### src/iffc_pkg.sv
// Package: constants, types and helpers of the integrity flag control block
// Behaviour
// - Result-invert flag complements final guard CRC
// - Seed-invert flag picks CRC seed 0 or 0xffff
// - Source ref tag type: 0 increments, 1 fixed
// - Ref check disable skips reference tag check
// - Guard check disable skips guard comparison
// - Source app tag type: 0 fixed, 1 increments
// - App+ref all ones skips tag and guard checks
// - App all ones skips app, guard, ref checks
// - All three fields ones bypasses every check
// - All-ones error enable reports all-ones error
// - All-ones error enable ignored without detection
// - Integrity computed separately per source block
// - Mismatch stops, records status and bytes done
package iffc_pkg;
   localparam logic [7:0] ADDR_CTRL = 8'h00;
   localparam logic [7:0] ADDR_FLAGS = 8'h04;
   localparam logic [7:0] ADDR_XFER = 8'h08;
   localparam logic [7:0] ADDR_REF_SEED = 8'h0c;
   localparam logic [7:0] ADDR_APP_SEED = 8'h10;
   localparam logic [7:0] ADDR_STATUS = 8'h14;
   localparam logic [7:0] ADDR_BYTES_DONE = 8'h18;
   localparam logic [7:0] ADDR_REF_CUR = 8'h1c;
   localparam logic [7:0] ADDR_APP_CUR = 8'h20;
   localparam logic [7:0] ADDR_INT_STATUS = 8'h24;
   localparam logic [7:0] ADDR_INT_MASK = 8'h28;
   // Interrupt status bit positions
   localparam int INT_DONE = 0;
   localparam int INT_ERR = 1;
   // Integrity status codes
   localparam logic [7:0] STAT_GUARD = 8'h01;
   localparam logic [7:0] STAT_APP = 8'h02;
   localparam logic [7:0] STAT_REF = 8'h04;
   localparam logic [7:0] STAT_ALL_ONES = 8'h08;
   localparam logic [15:0] CRC_POLY = 16'h8bb7;
   localparam logic [15:0] CRC_SEED_ONES = 16'hffff;
   localparam logic [15:0] CRC_SEED_ZERO = 16'h0000;
   localparam logic [12:0] DIF_BYTES = 13'h008;
   localparam logic [2:0] DIF_LAST = 3'h7;
   typedef struct packed {
      logic [3:0] rsvd;
      logic invert_result;
      logic invert_seed;
      logic [1:0] block_size;
   } iffc_flags_t;
   typedef struct packed {
      logic ref_fixed;
      logic ref_check_dis;
      logic guard_check_dis;
      logic app_incr;
      logic app_ref_detect;
      logic app_detect;
      logic all_detect;
      logic all_error_en;
   } iffc_src_flags_t;
   typedef struct packed {
      logic [15:0] guard;
      logic [15:0] app;
      logic [31:0] ref_tag;
   } iffc_dif_t;
   typedef enum logic [1:0] {
      ST_IDLE = 2'b00,
      ST_DATA = 2'b01,
      ST_TAGS = 2'b10,
      ST_CHECK = 2'b11
   } iffc_state_t;
   function automatic logic [12:0] iffc_block_len(input logic [1:0] code);
      case (code)
         2'b00: iffc_block_len = 13'd512;
         2'b01: iffc_block_len = 13'd520;
         2'b10: iffc_block_len = 13'd4096;
         default: iffc_block_len = 13'd4104;
      endcase
   endfunction
   function automatic logic [15:0] iffc_crc_byte(input logic [15:0] c, input logic [7:0] d);
      logic [15:0] r;
      r = c;
      for (int i = 7; i >= 0; i--) begin
         r = (r[15] ^ d[i]) ? ({r[14:0], 1'b0} ^ CRC_POLY) : {r[14:0], 1'b0};
      end
      iffc_crc_byte = r;
   endfunction
endpackage

### src/iffc_top.sv
// Integrity flag control: AHB-Lite registers and source block checker
//
// The placing of the registers and register access over AHB-Lite were decided locally.
`timescale 1ns/1ns
module iffc_top (
   input wire logic hclk,
   input wire logic hresetn,
   input wire logic hsel,
   input wire logic [31:0] haddr,
   input wire logic [1:0] htrans,
   input wire logic hwrite,
   input wire logic [2:0] hsize,
   input wire logic [31:0] hwdata,
   input wire logic hready,
   output logic hreadyout,
   output logic hresp,
   output logic [31:0] hrdata,
   input wire logic src_valid,
   output logic src_ready,
   input wire logic [7:0] src_byte,
   output logic busy,
   output logic irq
);
   import iffc_pkg::*;

   iffc_state_t state;
   iffc_flags_t flags;
   iffc_src_flags_t src_flags;
   iffc_dif_t dif;
   logic [31:0] xfer_size;
   logic [31:0] ref_seed;
   logic [15:0] app_seed;
   logic [15:0] app_mask;
   logic [31:0] ref_cur;
   logic [15:0] app_cur;
   logic [31:0] bytes_done;
   logic [7:0] status_code;
   logic [1:0] int_status;
   logic [1:0] int_mask;
   logic [12:0] byte_cnt;
   logic [2:0] dif_cnt;
   logic [15:0] crc;
   logic wr_pend;
   logic [7:0] wr_addr;
   logic start;
   logic ev_done;
   logic ev_err;
   logic [15:0] guard_calc;
   logic [15:0] crc_seed;
   logic [12:0] blk_len;
   logic app_ones;
   logic ref_ones;
   logic guard_ones;
   logic skip_all;
   logic all_ones_err;
   logic [7:0] chk_code;
   logic [31:0] next_bytes;
   logic take;
   logic [1:0] int_clr;

   assign hreadyout = 1'b1;
   assign hresp = 1'b0;
   assign busy = (state != ST_IDLE);
   assign irq = |(int_status & int_mask);
   assign src_ready = (state == ST_DATA) || (state == ST_TAGS);
   assign take = src_valid && src_ready;

   // Bus write address phase capture
   always_ff @(posedge hclk or negedge hresetn) begin
      if (!hresetn) begin
         wr_pend <= 1'b0;
         wr_addr <= 8'h00;
      end else if (hready) begin
         wr_pend <= hsel && htrans[1] && hwrite;
         wr_addr <= haddr[7:0];
      end
   end

   // Read data registered in the address phase so it stands in the data phase
   always_ff @(posedge hclk or negedge hresetn) begin
      if (!hresetn) begin
         hrdata <= 32'h0000_0000;
      end else if (hready && hsel && htrans[1] && !hwrite) begin
         case (haddr[7:0])
            ADDR_FLAGS: hrdata <= {16'h0000, src_flags, flags};
            ADDR_XFER: hrdata <= xfer_size;
            ADDR_REF_SEED: hrdata <= ref_seed;
            ADDR_APP_SEED: hrdata <= {app_mask, app_seed};
            ADDR_STATUS: hrdata <= {16'h0000, status_code, 7'h00, busy};
            ADDR_BYTES_DONE: hrdata <= bytes_done;
            ADDR_REF_CUR: hrdata <= ref_cur;
            ADDR_APP_CUR: hrdata <= {16'h0000, app_cur};
            ADDR_INT_STATUS: hrdata <= {30'h0000_0000, int_status};
            ADDR_INT_MASK: hrdata <= {30'h0000_0000, int_mask};
            default: hrdata <= 32'h0000_0000;
         endcase
      end
   end

   assign start = wr_pend && (wr_addr == ADDR_CTRL) && hwdata[0] && (state == ST_IDLE);
   assign int_clr = (wr_pend && (wr_addr == ADDR_INT_STATUS)) ? hwdata[1:0] : 2'b00;

   // Configuration registers; all but the interrupt mask held while an operation runs
   always_ff @(posedge hclk or negedge hresetn) begin
      if (!hresetn) begin
         flags <= '0;
         src_flags <= '0;
         xfer_size <= 32'h0000_0000;
         ref_seed <= 32'h0000_0000;
         app_seed <= 16'h0000;
         app_mask <= 16'h0000;
         int_mask <= 2'b00;
      end else if (wr_pend) begin
         if (wr_addr == ADDR_INT_MASK) begin
            int_mask <= hwdata[1:0];
         end
         if (state == ST_IDLE) begin
            case (wr_addr)
               ADDR_FLAGS: begin
                  flags <= hwdata[7:0];
                  src_flags <= hwdata[15:8];
               end
               ADDR_XFER: xfer_size <= hwdata;
               ADDR_REF_SEED: ref_seed <= hwdata;
               ADDR_APP_SEED: begin
                  app_seed <= hwdata[15:0];
                  app_mask <= hwdata[31:16];
               end
               default: ;
            endcase
         end
      end
   end

   // Sticky interrupt status, set wins over clear
   always_ff @(posedge hclk or negedge hresetn) begin
      if (!hresetn) begin
         int_status <= 2'b00;
      end else begin
         int_status[INT_DONE] <= ev_done || (int_status[INT_DONE] && !int_clr[INT_DONE]);
         int_status[INT_ERR] <= ev_err || (int_status[INT_ERR] && !int_clr[INT_ERR]);
      end
   end

   assign blk_len = iffc_block_len(flags.block_size);
   assign crc_seed = flags.invert_seed ? CRC_SEED_ONES : CRC_SEED_ZERO;
   assign guard_calc = flags.invert_result ? ~crc : crc;

   assign app_ones = (dif.app == 16'hffff);
   assign ref_ones = (dif.ref_tag == 32'hffff_ffff);
   assign guard_ones = (dif.guard == 16'hffff);

   // Tag value detection that waives checks on a block
   always_comb begin
      skip_all = 1'b0;
      if (src_flags.app_ref_detect && app_ones && ref_ones) begin
         skip_all = 1'b1;
      end
      if (src_flags.app_detect && app_ones) begin
         skip_all = 1'b1;
      end
      if (src_flags.all_detect && app_ones && ref_ones && guard_ones) begin
         skip_all = 1'b1;
      end
   end

   // Error enable only counts when all-ones detection is on
   assign all_ones_err = src_flags.all_detect && src_flags.all_error_en
      && app_ones && ref_ones && guard_ones;

   // Per-block comparison of the captured integrity field
   always_comb begin
      chk_code = 8'h00;
      if (all_ones_err) begin
         chk_code = STAT_ALL_ONES;
      end else if (!skip_all) begin
         if (!src_flags.guard_check_dis && (dif.guard != guard_calc)) begin
            chk_code = chk_code | STAT_GUARD;
         end
         if ((app_mask != 16'hffff) && ((dif.app & ~app_mask) != (app_cur & ~app_mask))) begin
            chk_code = chk_code | STAT_APP;
         end
         if (!src_flags.ref_check_dis && (dif.ref_tag != ref_cur)) begin
            chk_code = chk_code | STAT_REF;
         end
      end
   end

   assign next_bytes = bytes_done + {19'h00000, blk_len} + {19'h00000, DIF_BYTES};

   // Operation sequencer
   always_ff @(posedge hclk or negedge hresetn) begin
      if (!hresetn) begin
         state <= ST_IDLE;
      end else begin
         case (state)
            ST_IDLE: begin
               if (start) begin
                  state <= (xfer_size == 32'h0000_0000) ? ST_CHECK : ST_DATA;
               end
            end
            ST_DATA: begin
               if (take && (byte_cnt == blk_len - 13'd1)) begin
                  state <= ST_TAGS;
               end
            end
            ST_TAGS: begin
               if (take && (dif_cnt == DIF_LAST)) begin
                  state <= ST_CHECK;
               end
            end
            ST_CHECK: begin
               if (xfer_size == 32'h0000_0000) begin
                  state <= ST_IDLE;
               end else if (chk_code != 8'h00) begin
                  state <= ST_IDLE;
               end else if (next_bytes >= xfer_size) begin
                  state <= ST_IDLE;
               end else begin
                  state <= ST_DATA;
               end
            end
            default: state <= ST_IDLE;
         endcase
      end
   end

   assign ev_done = (state == ST_CHECK) && (chk_code == 8'h00 || xfer_size == 32'h0000_0000)
      && ((xfer_size == 32'h0000_0000) || (next_bytes >= xfer_size));
   assign ev_err = (state == ST_CHECK) && (xfer_size != 32'h0000_0000) && (chk_code != 8'h00);

   // Byte counters and guard CRC, restarted for every block
   always_ff @(posedge hclk or negedge hresetn) begin
      if (!hresetn) begin
         byte_cnt <= 13'h0000;
         dif_cnt <= 3'h0;
         crc <= 16'h0000;
         dif <= '0;
      end else if (start || (state == ST_CHECK)) begin
         byte_cnt <= 13'h0000;
         dif_cnt <= 3'h0;
         crc <= crc_seed;
      end else if (take && (state == ST_DATA)) begin
         byte_cnt <= byte_cnt + 13'd1;
         crc <= iffc_crc_byte(crc, src_byte);
      end else if (take && (state == ST_TAGS)) begin
         dif_cnt <= dif_cnt + 3'h1;
         dif <= {dif[55:0], src_byte};
      end
   end

   // Expected tags, progress and completion status
   always_ff @(posedge hclk or negedge hresetn) begin
      if (!hresetn) begin
         ref_cur <= 32'h0000_0000;
         app_cur <= 16'h0000;
         bytes_done <= 32'h0000_0000;
         status_code <= 8'h00;
      end else if (start) begin
         ref_cur <= ref_seed;
         app_cur <= app_seed;
         bytes_done <= 32'h0000_0000;
         status_code <= 8'h00;
      end else if ((state == ST_CHECK) && (xfer_size != 32'h0000_0000)) begin
         if (chk_code != 8'h00) begin
            status_code <= chk_code;
         end else begin
            bytes_done <= next_bytes;
            if (!src_flags.ref_fixed) begin
               ref_cur <= ref_cur + 32'd1;
            end
            if (src_flags.app_incr) begin
               app_cur <= app_cur + 16'd1;
            end
         end
      end
   end
endmodule

### config.mk
export PLATFORM = sky130hd
export DESIGN_NAME = iffc_top
export DESIGN_NICKNAME = d
export VERILOG_FILES = /design/src/iffc_pkg.sv /design/src/iffc_top.sv
export SDC_FILE = /design/constraint.sdc
export NUM_CORES = 1
export LEC_CHECK = 0
export BUFFER_PORTS_ARGS = -buffer_cell sky130_fd_sc_hd__buf_4
export CAP_MARGIN = 20
export CORE_UTILIZATION = 30
export CTS_BUF_LIST = sky130_fd_sc_hd__clkbuf_8
export CTS_CLUSTER_DIAMETER = 80
export DETAILED_ROUTE_END_ITERATION = 8
export GPL_TIMING_DRIVEN = 0
export MAX_ROUTING_LAYER = met4
export PLACE_DENSITY = 0.55
export SLEW_MARGIN = 10
export SYNTH_ARGS = -nofsm -noshare
export SYNTH_HDL_FRONTEND = slang
export SYNTH_SLANG_ARGS = --single-unit
### constraint.sdc
create_clock -name hclk -period 14.07 [get_ports hclk]
set_clock_uncertainty 0.1 [all_clocks]
set_input_delay 0 -clock hclk [delete_from_list [all_inputs] [get_ports hclk]]
set_output_delay 0 -clock hclk [all_outputs]
set_load 0.005 [all_outputs]
### Word level (Yosys, flattened, before mapping)

Cells that the tools add are included.

| storage, ports and cells | value |
|---|---|
| logic and storage cells | 219 |
| bits of input ports | 83 |
| flip-flop bits (word level) | 343 |

| operators by class | value |
|---|---|
| $lt $le $gt $ge | 1 |
| multiplexer cells | 50 |
| equality and inequality tests | 36 |
| reduce and logical (&&, ||, !) cells | 70 |
| $add $sub $neg | 7 |
| bitwise gates (word level) | 23 |

Operator list:

| kind | count |
|---|---|
| $pmux W32 S10 | 1 |
| $mux W16 | 16 |
| $mux W32 | 7 |
| $not A10 Y10 | 8 |
| $eq A8 B5 Y1 const B | 5 |
| $eq A8 B6 Y1 const B | 5 |
| $pmux W13 S3 | 1 |
| $logic_and A1 B1 Y1 | 33 |
| $add A32 B1 Y32 const B | 1 |
| $add A32 B13 Y32 | 1 |
| $add A32 B4 Y32 const B | 1 |
| $and A16 B16 Y16 | 2 |
| $eq A16 B16 Y1 const B | 2 |
| $eq A32 B32 Y1 const B | 1 |
| $eq A8 B4 Y1 const B | 4 |
| $ge A32 B32 Y1 | 1 |
| $logic_not A32 Y1 | 1 |
| $ne A16 B16 Y1 | 2 |
| $ne A32 B32 Y1 | 1 |
| $not A16 Y16 | 2 |
| $reduce_bool A32 Y1 | 1 |
| $mux W13 | 2 |
| $mux W8 | 3 |
| $reduce_and A3 Y1 | 8 |
| other kinds (28) | 78 |

### Depth between registers and ports, before layout

Gate-level depths: netlist of the first run.

| depth | value |
|---|---|
| depth in word-level cells | 18 |
| gate-level depth with buffers | 23 |
| gate-level depth less buffers | 23 |

### Least setup slack after synthesis of the first run

Ideal clock, no wire load.

| timing | value |
|---|---|
| path type | register to register |
| start | register flags[0] (netlist name) |
| end | register int_status[0] |
| clock period less this slack | 4622 ps |
| setup time | 121 ps |
| data arrival time | 4401 ps |
| slack | 9448 ps |
| stages on the path, launching flop included | 24 |
| required time | 13849 ps |
| cell sequence | dfrtp_1 inv_1 ha_1 nor2_1 nor2_1 ha_1 ha_1 and3_1 a41o_1 a21oi_1 nor3b_1 and2_1 nand2_1 xnor2_1 ha_1 a21o_1 a21o_1 a21oi_1 nor2_1 a2111oi_0 nor2_1 a211oi_1 o21ai_0 a22o_1 |

| between the ends | value |
|---|---|
| longest elaborated chain between the ends | 8 |
| elaborated cells on any way between the ends | 10 |
| classes of those cells | 2 x add/sub; 1 x order compare; 2 x eq/ne; 1 x mux; 4 x reduce/logical |

RTL lines:

| item | RTL line | RTL |
|---|---|---|
| start: declaration | iffc_top.sv:27 | `iffc_flags_t flags;` |
| start signal: assignment | iffc_top.sv:120 | `flags <= hwdata[7:0];` |
| $eq A2 B2 Y1 (tied with other cells) | iffc_pkg.sv:69 | `case (code)` |
| $pmux W13 S3 (*) | iffc_pkg.sv:69 |  |
| $add A32 B13 Y32 (*) | iffc_top.sv:189 | `assign next_bytes = bytes_done + {19'h00000, blk_len} + {19'h00000, DIF_BYTES};` |
| $add A32 B4 Y32 (*) | iffc_top.sv:189 |  |
| $ge A32 B32 Y1 (*) | iffc_top.sv:229 | `&& ((xfer_size == 32'h0000_0000) \|\| (next_bytes >= xfer_size));` |
| $logic_or A1 B1 Y1 (*) | iffc_top.sv:229 |  |
| $logic_and A1 B1 Y1 (*) | iffc_top.sv:229 |  |
| $logic_or A1 B1 Y1 (*) | iffc_top.sv:140 | `int_status[INT_DONE] <= ev_done \|\| (int_status[INT_DONE] && !int_clr[INT_DONE]);` |
| end signal: indexed assignment | iffc_top.sv:140 |  |
| end signal: indexed assignment | iffc_top.sv:141 | `int_status[INT_ERR] <= ev_err \|\| (int_status[INT_ERR] && !int_clr[INT_ERR]);` |
| end: declaration | iffc_top.sv:38 | `logic [1:0] int_status;` |

Mark *: on every way between the ends. The rest lies on a longest branch, timed or not.
A chain may end at the register's enable or synchronous reset.

### Worst setup path in the final report of the first run

Ends and elaborated chain as after synthesis.

==> results by stage, run 1 <==
Global routing:
- The via count of the first global-routing pass is about 15k.
- The largest net degree at the start of global routing is around 110.
- The initial antenna violation count was 1.
- The first-pass GRT wire length is roughly 94000 um.
- The overall track demand over capacity in global routing is 0.2147.
- The final global-route overflow total is 0.

Route:
- The detailed-route DRC error count is 0.
- Dividing the detail-routed wire length by the instance count gives around 23 um.
- For this run, the detailed router's first-pass iteration total came to 6.
- The total vias in the final route is between 10k and 15k.
- The sum of routed wire length over all layers is between 60000 and 70000 um.
- After detailed routing, the number of vias per cell comes to roughly 5.3.
- The detailed router's first-iteration violation count is roughly 1.2k.
- The count of antenna-violating nets left after detailed routing is 0.

Power:
- The power per unit of standard cell area is around 140 mW/mm^2.
- The clock network fraction of total power is 0.311.
- The share of total power dissipated in combinational logic is 0.283.
- In this run the static leakage power is just over 0.009 uW.
- The analysis attributes to net switching a power of between 1000 and 1500 uW.
- The switching power as a share of total power is 0.3384.
- Cell internal power was estimated by the tool at about 2000 uW.
- Across the VDD grid, the largest voltage drop is around 0.10 mV.
- Of the total power, registers draw 0.406.

Clock network:
- The number of buffers on the longest clock path is 3.
- The total setup buffers inserted after CTS is 0.
- The master cell of the clock root buffer is sky130_fd_sc_hd__clkbuf_8.
- The CTS tree is done.
- The CTS buffer count is between 50 and 60.
- The number of H-tree levels is 2.
- For the worst-skew pair, the clock arrives at the later sink with an insertion delay of slightly below 700 ps.
- After clock tree synthesis, the clock-pin slew on the worst setup and hold paths is 70 ps.
- The tree built by TritonCTS fans out to 336 sinks.

Critical path:
- Data arrives at the worst endpoint at about 7400 ps.
- The required time at the endpoint of the critical path is roughly 15000 ps.
- The endpoint identified for the worst register-to-register timing path is int_status[0].
- The worst setup path is captured at a flop.
- For the worst flop-to-flop path, the logic depth is 23.
- The origin of the critical flop-to-flop path is flags[0].
- In this design, the stage delay of the slowest critical-path cell is 780 ps.
- The critical path in this run is classified as flop to flop.
- The launching element type of the critical path is a flop.
- Along the worst path, the maximum fanout reaches 10.
- The category of cells accounting for the largest share of critical-path delay is compound AO/OA/AOI/OAI gates.
- Counting both buffers and inverters, the worst setup path holds a total of 1.
- The critical path's slowest cell is sky130_fd_sc_hd__a211oi_1.
- The worst register-to-register path has a setup slack of 7160 ps.
- The critical path goes through inv_1 -> ha_1 -> nor2_1 -> nor2_1 -> ha_1 -> ha_1 -> and3_1 -> a41o_1 -> a21oi_1 -> nor3b_1 -> and2_1 -> nand2_1 -> xnor2_1 -> ha_1 -> a21o_1 -> a21o_1 -> a21oi_1 -> nor2_1 -> a2111oi_0 -> nor2_1 -> a211oi_1 -> o21ai_0 -> a22o_1.

Place:
- The weighted congestion at the end of routability-driven global placement is a little under 1.
- The count of input and output buffers is 88.
- The final HPWL from detailed placement is ~46000 um.
- Counting tap cells, the placed design contains a total of between 2k and 3k instances.

Final layout:
- The count of fill cells added during filler insertion is about 5.9k.
- The share of layout cells above drive strength 1 is 0.1967.
- Excluding fillers, the count of instances in the completed layout stands at between 2k and 3k.
- The final-stage net count is slightly above 2k.
- The layout overhead on the synthesized area is 20.95%.

STA:
- The tightest slew margin relative to the limit is 0.2926.
- For this run, the top clock speed supported by timing is 0.1448 GHz.
- In the finished design, the share of the clock period the worst path needs comes to 0.4908.
- Setup repair after global routing left no endpoint under its margin.
- The shortest clock period the worst path allows after layout is between 6000 and 7000 ps.
- In the final timing run, aggregate negative setup slack is 0 ps.
- The count of final max-slew check failures is 0.
- The worst-margin pin slew is 1061 ps.
- The final-report setup violation count is 0.
- The final hold violation count was 0.

Yosys:
- After synthesis the netlist holds a flip-flop and latch count of 336.
- The average size of a mapped cell is around 11 sq um.
- The post-synth net total is 1828.
- The cell area that synthesis handed to floorplanning was ~0.018 sq mm.
- For this run, asynchronously set or reset flops after synthesis account for 1.000.
- For this run, the number of Yosys warnings is 0.
- The cell count after synthesis is 1693.
- The most used flip-flop cell after synthesis is sky130_fd_sc_hd__dfrtp_1.
- The share of the Yosys chip area taken by registers is 0.4705.
- Counting flops with a built-in enable in the synthesized netlist gives 0.
- The post-synthesis cell type count is 53.

Floorplan:
- The placeable core area is roughly 0.059 sq mm.
- The initial core utilization is 0.3034.
- The width of the die is about 250 um.
- The number of core rows is a little under 90.
- The die is about 250 um tall.
- The area of the die is about 0.06 sq mm.
- During I/O placement, the number of pins put on the boundary was 120.

Hold path:
- The path class of the lowest-slack min-delay path is input port to flop.
- The cell count of the worst hold path is 3.
- The terminating pin of the worst hold path is ref_seed[3].
- The critical hold path startpoint is hwdata[3].

Run:
- The max-capacitance violation count is 0.

Status:
- The run finished with clean final reports.
cell type report:
type                            instances  area (sq um)  area share
Antenna cell                            1         2.502   0.0001158
Buffer                                 86         340.3     0.01574
Clock inverter                         33         249.0     0.01152
Timing Repair Buffer                  170          1549     0.07166
Multi-Input combinational cell       1223          8944      0.4137
Inverter                               48         180.2    0.008335
Clock buffer                           71         977.2     0.04520
Sequential cell                       336          8408      0.3890
Tap cell                              773         967.2     0.04474
flip-flops by register name, summed over array words and instances, names as in the netlist:
name,count
wr_addr,8
int_mask,2
bytes_done,29
flags,8
app_cur,16
app_mask,16
int_status,2
xfer_size,32
ref_cur,32
crc,16
wr_pend,1
dif,64
dif_cnt,3
status_code,4
byte_cnt,13
src_flags,8
ref_seed,32
hrdata,32
app_seed,16
state,2
tightest hold or removal path, cell delays in order:
cell and delay [ps]:
sky130_fd_sc_hd__dlygate4sd3_1 530, sky130_fd_sc_hd__buf_4 120, sky130_fd_sc_hd__mux2_2 130
synthesized netlist by cell type (45+ instances only):
library cell | instances | area share
sky130_fd_sc_hd__clkbuf_1 | 69 | 0.014
sky130_fd_sc_hd__nor2_1 | 96 | 0.020
sky130_fd_sc_hd__mux2_2 | 186 | 0.12
sky130_fd_sc_hd__dfrtp_1 | 336 | 0.47
sky130_fd_sc_hd__nor3_1 | 48 | 0.013
sky130_fd_sc_hd__nand4_1 | 45 | 0.016
sky130_fd_sc_hd__ha_1 | 52 | 0.036
sky130_fd_sc_hd__o21ai_0 | 67 | 0.019
sky130_fd_sc_hd__a21oi_1 | 70 | 0.020
sky130_fd_sc_hd__inv_1 | 48 | 0.010
sky130_fd_sc_hd__nand2_1 | 128 | 0.027
sky130_fd_sc_hd__xnor2_1 | 166 | 0.081
worst max-delay path by stage:
stage,from,endpoint,slack [ps],cells past startpoint
after floorplan,flags[0],int_status[0],9450,23
after CTS,flags[0],int_status[0],7370,23
after global placement,flags[0],int_status[0],7410,23
final,flags[0],int_status[0],7160,23
after global routing,flags[0],int_status[0],6980,23
after detailed placement,flags[0],int_status[0],7380,23
routing by layer:
metal  vias to the layer above  GRT usage  wire length [um]
li1                       6563          -                 -
met1                      7387     0.2800             26990
met2                       514     0.3315             28800
met3                       124    0.03126              3885
met4                         0    0.09061              2271
met5                         -          -                 0
stage by stage:
stage          utilization  instance area, sq um  total power [uW]  setup slack (ps)  hold slack [ps]
2_1_floorplan            -                 17870              1878              9448           -395.6
3_3_place_gp        0.3310                 19500              2108              7409            160.3
3_5_place_dp        0.3326                 19600              2126              7381           -122.2
4_1_cts             0.3668                 21610              3114              7371           0.3484
5_1_grt             0.3670                 21620              3256              6976            37.65
6_report            0.3670                 21620              3093              7165            22.32
cells by family (layout without fill, tap and decap cells):
logic type | Yosys count | count (layout) | synth area share
AND/OR/NAND/NOR | 460 | 460 | 0.1263
adder cells (fa/ha/maj) | 52 | 52 | 0.03640
AO/OA/AOI/OAI | 310 | 310 | 0.1154
XOR/XNOR | 208 | 208 | 0.1019
flip-flops | 336 | 336 | 0.4705
buffers and inverters | 134 | 408 | 0.02912
other | 2 | 3 | 0.0004202
multiplexers | 191 | 191 | 0.1200
power by group through the flow:
stage	clock (uW)	combinational (uW)	sequential, uW
4_1_cts	979	882	1250
2_1_floorplan	0	681	1200
3_3_place_gp	0	840	1270
6_report	963	876	1250
5_1_grt	1020	966	1270
3_5_place_dp	0	856	1270
cell usage in the layout, fill, tap and decap left out, drive strengths merged, types with 4 or more instances in the layout:
master       count
nor4            32
xnor2          166
nand2b           5
nor3b           10
a21oi           70
dlygate4sd3     76
inv             71
a222oi          33
nand2          128
mux2i            5
nand3           40
and3            22
and4             4
clkbuf         140
a22oi           44
clkinv           5
or4              4
bufinv           4
o21ai           79
or3             10
mux2           186
ha              52
buf            111
a31oi           16
or2              6
nor2            96
nor3            48
nand4           45
o22ai            8
a21o            38
xor2            42
dfrtp          336
repair_timing:
item	4_1_cts	5_1_grt
gates resized for setup	0	0
setup endpoints to repair	0	0
hold buffers	77	0
hold endpoints to repair	291	0
No activity file was read; power rests on OpenSTA's default activity.
==> run 2, diff against run 1 <==
Settings changed: ABC_AREA from default to 1.
Clock period 14.07 ns to 6.65 ns, I/O delays scaled along.
==> run 2 against run 1 <==
Combinational power increased by 23%. Maximum frequency up 32%. Sequential share of layout area is 2.8 points lower. Wire length rose by 17%. Via count up 27%. Global-route usage increased by 1.2 points. Non-clock buffer count increased by 10. Cell area is 7.6% higher. Synthesized cell count is 51% higher. Core utilization up 0.051 points. Largest cell class unchanged.
==> results by stage, run 2 <==
STA:
- The count of final max-slew check failures is 0.
- Setup violations remaining at the end of the flow were counted as 0.
- The final hold violation count came to 0.
- The shortest clock period the worst path allows after layout is around 5200 ps.
- The share of the cycle needed by the critical path after routing is 0.7873.
- The maximum clock frequency is around 0.19 GHz.
- The post-route setup TNS is 0 ps.
- Setup repair after global routing left no endpoint under its margin.
- The worst-margin pin slew is 1098 ps.
- The tightest slew margin relative to the limit is 0.2677.

Clock network:
- The CTS buffer count is 60.
- Counting along the longest clock path gives a buffer depth of 3.
- TritonCTS built the clock tree.
- The clock drives roughly 340 sinks.
- The clock reaches the later pin of the worst-skew pair after 680 ps.
- The clock input transition at the sequential cells of the worst setup and hold paths is roughly 60 ps.
- The master cell of the clock root buffer is sky130_fd_sc_hd__clkbuf_8.
- CTS built an H-tree with a depth of 2.
- In this run the post-CTS setup repair buffer count came out at 0.
- The quantity of gates resized following cts is 0.

Hold path:
- The cell count of the worst hold path is 4.
- The worst hold path begins at htrans[1].
- The terminating pin of the worst hold path is wr_pend.
- The path class of the tightest hold or removal check is input port to flop.

Route:
- After detailed routing, the number of vias per cell comes to ~5.0.
- The sum of routed wire length over all layers is 72430 um.
- The first detailed-routing pass took 6 iterations.
- The detailed router's first-iteration violation count is 1592.
- The average wire length per cell after detail routing is about 20 um.
- For this block, the via count after detailed routing is ~18k.
- The detailed-route DRC error count is 0.
- The count of antenna-violating nets left after detailed routing is 0.

Yosys:
- The mapped netlist covers around 0.019 sq mm.
- Dividing the synthesized area by the synthesized cell count gives roughly 7.6 sq um.
- Sorting the synthesized cells by area gives the leading types as sky130_fd_sc_hd__dfrtp_1 43%, sky130_fd_sc_hd__nand2_1 14%, sky130_fd_sc_hd__o21ai_0 7.9%, sky130_fd_sc_hd__inv_1 6.4%, sky130_fd_sc_hd__xor2_1 3.9%.
- The fraction of the yosys area taken by sequential cells is 0.4350.
- The count of synthesis-stage warnings from yosys is 0.
- The commonest cells after synthesis are 708 x sky130_fd_sc_hd__nand2_1, 336 x sky130_fd_sc_hd__dfrtp_1, 330 x sky130_fd_sc_hd__inv_1.
- Among all flip-flop cells after synthesis, the most frequent one is sky130_fd_sc_hd__dfrtp_1.
- The post-synthesis cell type count is 56.
- The share of synthesized registers carrying an async set or reset is 1.000.
- Yosys mapped a number of flops with a built-in enable equal to 0.
- The cell count after synthesis is roughly 2.6k.
- The post-synth net total is approximately 2.7k.
- sky130_fd_sc_hd__dfrtp_1 takes more of the synthesized area than any other cell.
- The most frequent cell after synthesis is sky130_fd_sc_hd__nand2_1.
- Synthesis inferred approximately 340 register bits.
- The area share of the leading cell type in the synthesized netlist is 0.4350.

Final layout:
- Summing all multi-input logic gate instances after layout gives about 0.009 sq mm.
- With fillers left out, the area of the finished cells amounts to roughly 0.023 sq mm.
- The number of flip-flops in the largest register is 64.
- Across the whole layout, storage elements account for 0.008408 sq mm.
- The area growth from synthesis to layout is 20.36%.
- Leaving out fill and tap cells, the most frequent cells in the layout are 708 x sky130_fd_sc_hd__nand2_1, 347 x sky130_fd_sc_hd__inv_1, 336 x sky130_fd_sc_hd__dfrtp_1.
- The count of fill cells added during filler insertion is 6768.
- For this run, the post-layout net count is approximately 2.9k.
- Ranked by flip-flop count, first place goes to dif.
- Of the cells placed in the final design, the portion with a size suffix greater than 1 is 0.09499.
- The most common cell after layout, fill and taps aside is sky130_fd_sc_hd__nand2_1.

Place:
- Buffers placed on the I/O ports in this run total 88.
- Summing all placed instances gives a cell area of about 0.021 sq mm.
- The weighted congestion at the end of routability-driven global placement is approximately 1.0.
- The final HPWL from detailed placement is 55280 um.

Critical path:
- The worst setup path is of the flop to flop kind.
- The critical path's slowest cell is sky130_fd_sc_hd__a21oi_1.
- The nature of the critical path endpoint is a flop.
- The launching element type of the critical path is a flop.
- In this run the worst path has a maximum fanout of 8.
- For the worst setup path, the data required time is 7120 ps.
- Counting cells, the worst reg-to-reg path comes to 23.
- The category of cells accounting for the largest share of critical-path delay is compound AO/OA/AOI/OAI gates.
- The largest single stage delay on the critical path is 570 ps.
- The startpoint identified for the worst register-to-register timing path is flags[0].
- The endpoint arrival time on the critical path is ~5700 ps.
- Counting both buffers and inverters, the worst setup path holds a total of 1.
- The end of the worst register-to-register path is int_status[0].
- The worst register-to-register path has a setup slack of roughly 1400 ps.
- The most numerous cell type found on the critical path is sky130_fd_sc_hd__nand2_1.
- The signal on the critical path passes through inv_1 -> ha_1 -> nor2_1 -> nor2_1 -> ha_1 -> ha_1 -> nand3_1 -> nand2_1 -> a21boi_0 -> nor2_1 -> nand2_1 -> nor2_1 -> nand2_1 -> xor2_1 -> ha_1 -> a21oi_1 -> o21ai_0 -> a21oi_1 -> nand2_1 -> a21oi_1 -> o21ai_0 -> nand2_1 -> nand2_1.

Global routing:
- The first-pass GRT wire length is about 110000 um.
- For this run, the total global-route usage over all layers was measured as 0.2263.
- The via count of the first global-routing pass was between 15k and 20k.
- The largest net degree at the start of global routing is 103.
- The initial antenna violation count is 2.
- The final global-route overflow total is 0.

Power:
- Across the VDD grid, the largest voltage drop is between 0.1 and 0.15 mV.
- The static leakage is roughly 0.012 uW.
- Dividing total power by cell area gives a power density of 232.4 mW/mm^2.

Floorplan:
- In this run the vertical extent of the chip is 255.8 um.
- The number of core rows is 92.
- The initial core utilization is 0.3053.
- The floorplan step defined a die boundary enclosing roughly 0.065 sq mm.
- The core region is 0.06331 sq mm.
- From left edge to right edge, the die measures ~260 um.
- The number of top-level pins is 120.

Status:
- The flow ran to the end, and the final reports show no timing, DRC or antenna violations.

Run:
- The max-capacitance violation count is 0.
[run 2: changes by cell type after synthesis, moves of 40 or more]
cell                      before  now
sky130_fd_sc_hd__mux2_2      186    5
sky130_fd_sc_hd__xnor2_1     166   14
sky130_fd_sc_hd__nand3_1      40  110
sky130_fd_sc_hd__inv_1        48  330
sky130_fd_sc_hd__xor2_1       42   87
sky130_fd_sc_hd__o21ai_0      67  307
sky130_fd_sc_hd__nand2_1     128  708
sky130_fd_sc_hd__a22oi_1      44    4
[run 2: report_power, final]
part | leakage [uW] | internal [uW] | switching, uW | total, uW
clock | 0.000745 | 1170 | 941 | 2120
sequential | 0.00391 | 2130 | 85.8 | 2210
combinational | 0.00699 | 418 | 661 | 1080
[run 2: worst max path at each step]
| stage | from | to | depth (start not counted) |
|---|---|---|---|
| after floorplan | flags[0] | int_status[0] | 22 |
| final | flags[0] | int_status[0] | 23 |
| after CTS | flags[0] | int_status[0] | 23 |
| after global placement | flags[0] | int_status[0] | 22 |
| after detailed placement | flags[0] | int_status[0] | 23 |
| after global routing | flags[0] | int_status[0] | 23 |
[run 2: metal layers]
layer / GRT usage / up-vias / share of wire
li1: - / 8833 / -
met1: 0.3110 / 8850 / 0.46
met2: 0.3408 / 677 / 0.44
met3: 0.03238 / 127 / 0.067
met4: 0.07485 / 0 / 0.031
met5: - / - / 0
[run 2: tightest hold or removal path: stages]
cell                            delay [ps]
sky130_fd_sc_hd__buf_4                 100
sky130_fd_sc_hd__nand3_1                90
sky130_fd_sc_hd__o22ai_1                60
sky130_fd_sc_hd__dlygate4sd3_1         540
[run 2: logic make-up after synthesis]
family                   Yosys count  synth area share
AO/OA/AOI/OAI                    514            0.1503
XOR/XNOR                         101           0.04576
adder cells (fa/ha/maj)           52           0.03366
buffers and inverters            436           0.08920
flip-flops                       336            0.4350
multiplexers                       5          0.002913
other                              2         0.0003885
AND/OR/NAND/NOR                 1105            0.2428
[run 2: what timing repair did]
| item | in CTS | in global routing |
|---|---|---|
| hold buffers | 80 | 0 |
| endpoints found under the setup margin | 0 | 0 |
| endpoints found under the hold margin | 491 | 0 |
[run 2: area by class of cell]
type                    instances  share of cell area
diodes                          3           0.0003227
plain buffers                  95             0.01909
clock buffers                  79             0.04674
clock inverters                31            0.009143
inverters                     341             0.05502
multi-input cells            1779              0.3953
flip-flops and latches        336              0.3614
well taps                     846             0.04550
repair buffers                171             0.06744
[run 2: stage by stage]
stage	utilization	power (uW)	std cells	worst slack, ps	hold WS, ps
floorplan	-	2982	2551	2994	-395.6
global placement	0.3325	3257	3485	1536	136.7
detailed placement	0.3339	3274	3488	1574	-118.1
CTS	0.3674	5442	3678	1543	21.41
global route	0.3674	5692	3680	1244	87.58
finish	0.3675	5407	3681	1415	72.14
==> run 3, diff against run 2 <==
Settings changed: ABC_AREA 1 to 0, PLACE_DENSITY 0.55 to 0.57.
Clock period 6.65 ns to 4.5 ns, I/O delays scaled along.
==> run 3 against run 2 <==
The flow now finishes with violations (design-rule violations, negative setup slack). Final cell count is 25% lower. Via count fell by 21%. Critical path depth grew 1.
==> results by stage, run 3 (synthesized netlist as in run 1, its figures left out) <==
Status:
- The run finished, with violations left.
- The final reports fail on design-rule violations, negative setup slack.

Critical path:
- In this run the worst path has a maximum fanout of 4.
- The setup path with the least slack is of type flop to flop.
- The endpoint arrival time on the critical path is 5100 ps.
- The required time at the endpoint of the critical path is between 4000 and 5000 ps.
- The reg2reg setup slack is -160 ps.
- The number of cells on the worst reg-to-reg path is 24.
- The worst register-to-register path ends at int_status[0].
- The launching element type of the critical path is a flop.
- In this run the critical register-to-register path is launched from flags[0].
- The nature of the critical path endpoint is a flop.
- The timing startpoint of the critical path is flags[0].

Final layout:
- Summing all non-filler instances in the final layout gives an area of between 0.02 and 0.025 sq mm.
- Of the cells placed in the final design, the portion with a size suffix greater than 1 is 0.2318.
- The filler cells instantiated in the layout total around 6k.
- The final core area utilization is 0.3737.
- The number of flip-flops in the largest register is 64.
- The flip-flop and latch area is roughly 0.0084 sq mm.
- The area growth from synthesis to layout is 23.17%.
- The most common cell after layout, fill and taps aside is sky130_fd_sc_hd__dfrtp_1.
- dif holds more flip-flops than any other register.
- For this run, the post-layout net count is ~2.1k.
- The top cell types in the final layout, fill and taps aside, are 334 x sky130_fd_sc_hd__dfrtp_1, 186 x sky130_fd_sc_hd__mux2_2, 164 x sky130_fd_sc_hd__xnor2_1.
- In the final layout, the multi-input gates occupy around 0.009 sq mm.

Global routing:
- The via count of the first global-routing pass came to ~15k.
- The first global-routing pass estimated between 90000 and 100000 um of wire.
- The final global-route overflow total is 0.
- Entering global routing, the biggest net connects 101 pins.
- The initial antenna violation count is 1.
- For this run, the total global-route usage over all layers was measured as 0.2122.

Floorplan:
- In this run the horizontal extent of the chip is between 200 and 250 um.
- The initial utilization of the core area, before any placement, comes to 0.3034.
- The number of top-level pins is between 100 and 150.
- The area of the die is ~0.06 sq mm.
- The number of core rows is slightly below 90.
- In this run the standard cell core region covers a little under 0.06 sq mm.
- The overall die height is approximately 250 um.

Clock network:
- The CTS tree is done.
- The number of H-tree levels is 2.
- The CTS sink count is about 340.
- In this run the clock root is driven by a sky130_fd_sc_hd__clkbuf_8.
- The CTS buffer count is 56.
- Clock-pin slew was measured on the worst setup and hold paths at 70 ps.
- Counting along the longest clock path gives a buffer depth of 3.
- The clock insertion delay at the later pin of the skew report is 660 ps.

Power:
- The sequential share of power is 0.399.
- For this design the ratio of total power to cell area is between 400 and 500 mW/mm^2.
- In this run the static leakage power is between 0.009 and 0.01 uW.
- The clock network fraction of total power is 0.311.
- The net switching power is 3288 uW.
- The combinational fraction of design power is 0.289.
- The switching power as a share of total power is 0.3346.
- Internal power comes to around 6500 uW.
- The largest voltage drop on the vdd net is ~0.48 mV.

Route:
- The average wire length per cell after detail routing is 22.35 um.
- Across all layers, the routed design uses 14.67k vias.
- After detailed routing, the number of vias per cell comes to between 5 and 6.
- The detailed-route DRC error count is 2.
- The first TritonRoute pass finished after 8 iterations.
- Summed over all layers, the routed wires come to slightly above 60000 um.
- The detailed router's first-iteration violation count is ~1.5k.
- In this run the remaining antenna-violating nets after routing total 0.

STA:
- The shortest clock period the worst path allows after layout is roughly 4700 ps.
- The worst-margin pin slew is roughly 1200 ps.
- The share of the cycle needed by the critical path after routing is 1.035.
- Setup repair after global routing could not meet its margin everywhere.
- The count of final max-slew check failures came to 0.
- Measured against its own limit, the worst slew margin works out to 0.2217.
- The final-report setup violation count is 2.
- The minimum hold slack is about 57 ps.
- The final hold violation count is 0.
- The least setup slack across all paths after layout is -159.2 ps.
- Static timing analysis puts the maximum clock frequency at approximately 0.21 GHz.

Place:
- The placed instances occupy a cell area of 0.01961 sq mm.
- At the end of routability-driven placement, the weighted congestion stood at between 0.9 and 1.
- After legalization and detailed placement, the total HPWL measured approximately 46000 um.
- The count of input and output buffers is 88.

Hold path:
- The worst hold path was traced through 3 stages.
- The worst hold path begins at hwdata[29].
- The path class of the lowest-slack min-delay path is input port to flop.
- The terminating pin of the worst hold path is xfer_size[29].

Run:
- The max-capacitance violation count is 0.
run 3: cell types whose count changed in the layout (fill, tap and decap cells not counted), moves of 46 or more:
cell	before	now
sky130_fd_sc_hd__inv_1	347	60
sky130_fd_sc_hd__mux2_2	5	186
sky130_fd_sc_hd__nand2_1	708	125
sky130_fd_sc_hd__nand3_1	110	39
sky130_fd_sc_hd__o21ai_0	307	66
sky130_fd_sc_hd__xnor2_1	14	164
sky130_fd_sc_hd__xor2_1	87	41
run 3: area by class of cell:
class,instances,area share
multi-input combinational,1223,0.4182
sequential,336,0.3821
timing repair buffer,181,0.07349
clock buffer,76,0.04752
tap,773,0.04394
buffer,86,0.01546
clock inverter,30,0.01080
inverter,48,0.008356
antenna,1,0.0001137
run 3: worst max-delay path: stages, from the launching register on:
cell and delay, ps:
sky130_fd_sc_hd__dfrtp_2 410, sky130_fd_sc_hd__clkinvlp_4 150, sky130_fd_sc_hd__ha_4 190, sky130_fd_sc_hd__nor2_4 120, sky130_fd_sc_hd__nor2_4 70, sky130_fd_sc_hd__ha_4 170, sky130_fd_sc_hd__ha_4 260, sky130_fd_sc_hd__and3_4 190
sky130_fd_sc_hd__a41o_1 250, sky130_fd_sc_hd__a21oi_4 110, sky130_fd_sc_hd__nor3b_4 260, sky130_fd_sc_hd__and2_4 210, sky130_fd_sc_hd__buf_6 100, sky130_fd_sc_hd__nand2_4 50, sky130_fd_sc_hd__xnor2_2 140, sky130_fd_sc_hd__ha_1 310
sky130_fd_sc_hd__a21o_1 190, sky130_fd_sc_hd__a21oi_2 130, sky130_fd_sc_hd__nor2_2 70, sky130_fd_sc_hd__a2111oi_4 290, sky130_fd_sc_hd__nor2_2 110, sky130_fd_sc_hd__a211oi_4 230, sky130_fd_sc_hd__buf_6 170, sky130_fd_sc_hd__o21ai_4 60
sky130_fd_sc_hd__a22o_1 200
run 3: worst max-delay path by stage:
stage               endpoint  slack [ps]  depth (start not counted)
6_report       int_status[0]        -160                         24
5_1_grt        int_status[0]        -310                         24
4_1_cts        int_status[0]           6                         23
3_5_place_dp   int_status[0]       -1740                         23
3_3_place_gp   int_status[0]       -1750                         23
2_1_floorplan  int_status[0]         100                         23
run 3: layer usage:
metal,GRT usage,wire length [um],vias to the layer above
met5,-,0,-
met4,0.08769,2222,0
met3,0.03464,4180,122
met2,0.3268,28400,558
met1,0.2760,26760,7386
li1,-,-,6601
run 3: repair_timing:
action                     in CTS  in global routing
resized for setup              44                 15
hold buffers                   63                  0
setup endpoints to repair       2                  6
gates cloned                    0                  0
pin swaps                      25                 23
setup buffers                  19                  7
hold endpoints to repair      307                  0
run 3: per-stage QoR:
stage / total power (uW) / setup slack (ps) / instances / TNS, ps
final: 9825 / -159.2 / 2754 / -268.7
after CTS: 9877 / 5.641 / 2746 / 0
after global routing: 10420 / -311.7 / 2754 / -580.5
after floorplan: 5874 / 98.50 / 1693 / 0
after global placement: 6610 / -1753 / 2554 / -3411
after detailed placement: 6669 / -1743 / 2558 / -3413
run 3: power by group through the flow:
stage | logic, uW | clock network [uW] | registers [uW]
after floorplan | 2130 | 0 | 3740
after global placement | 2640 | 0 | 3970
after detailed placement | 2700 | 0 | 3970
after CTS | 2840 | 3120 | 3920
after global routing | 3180 | 3270 | 3970
final | 2840 | 3060 | 3930
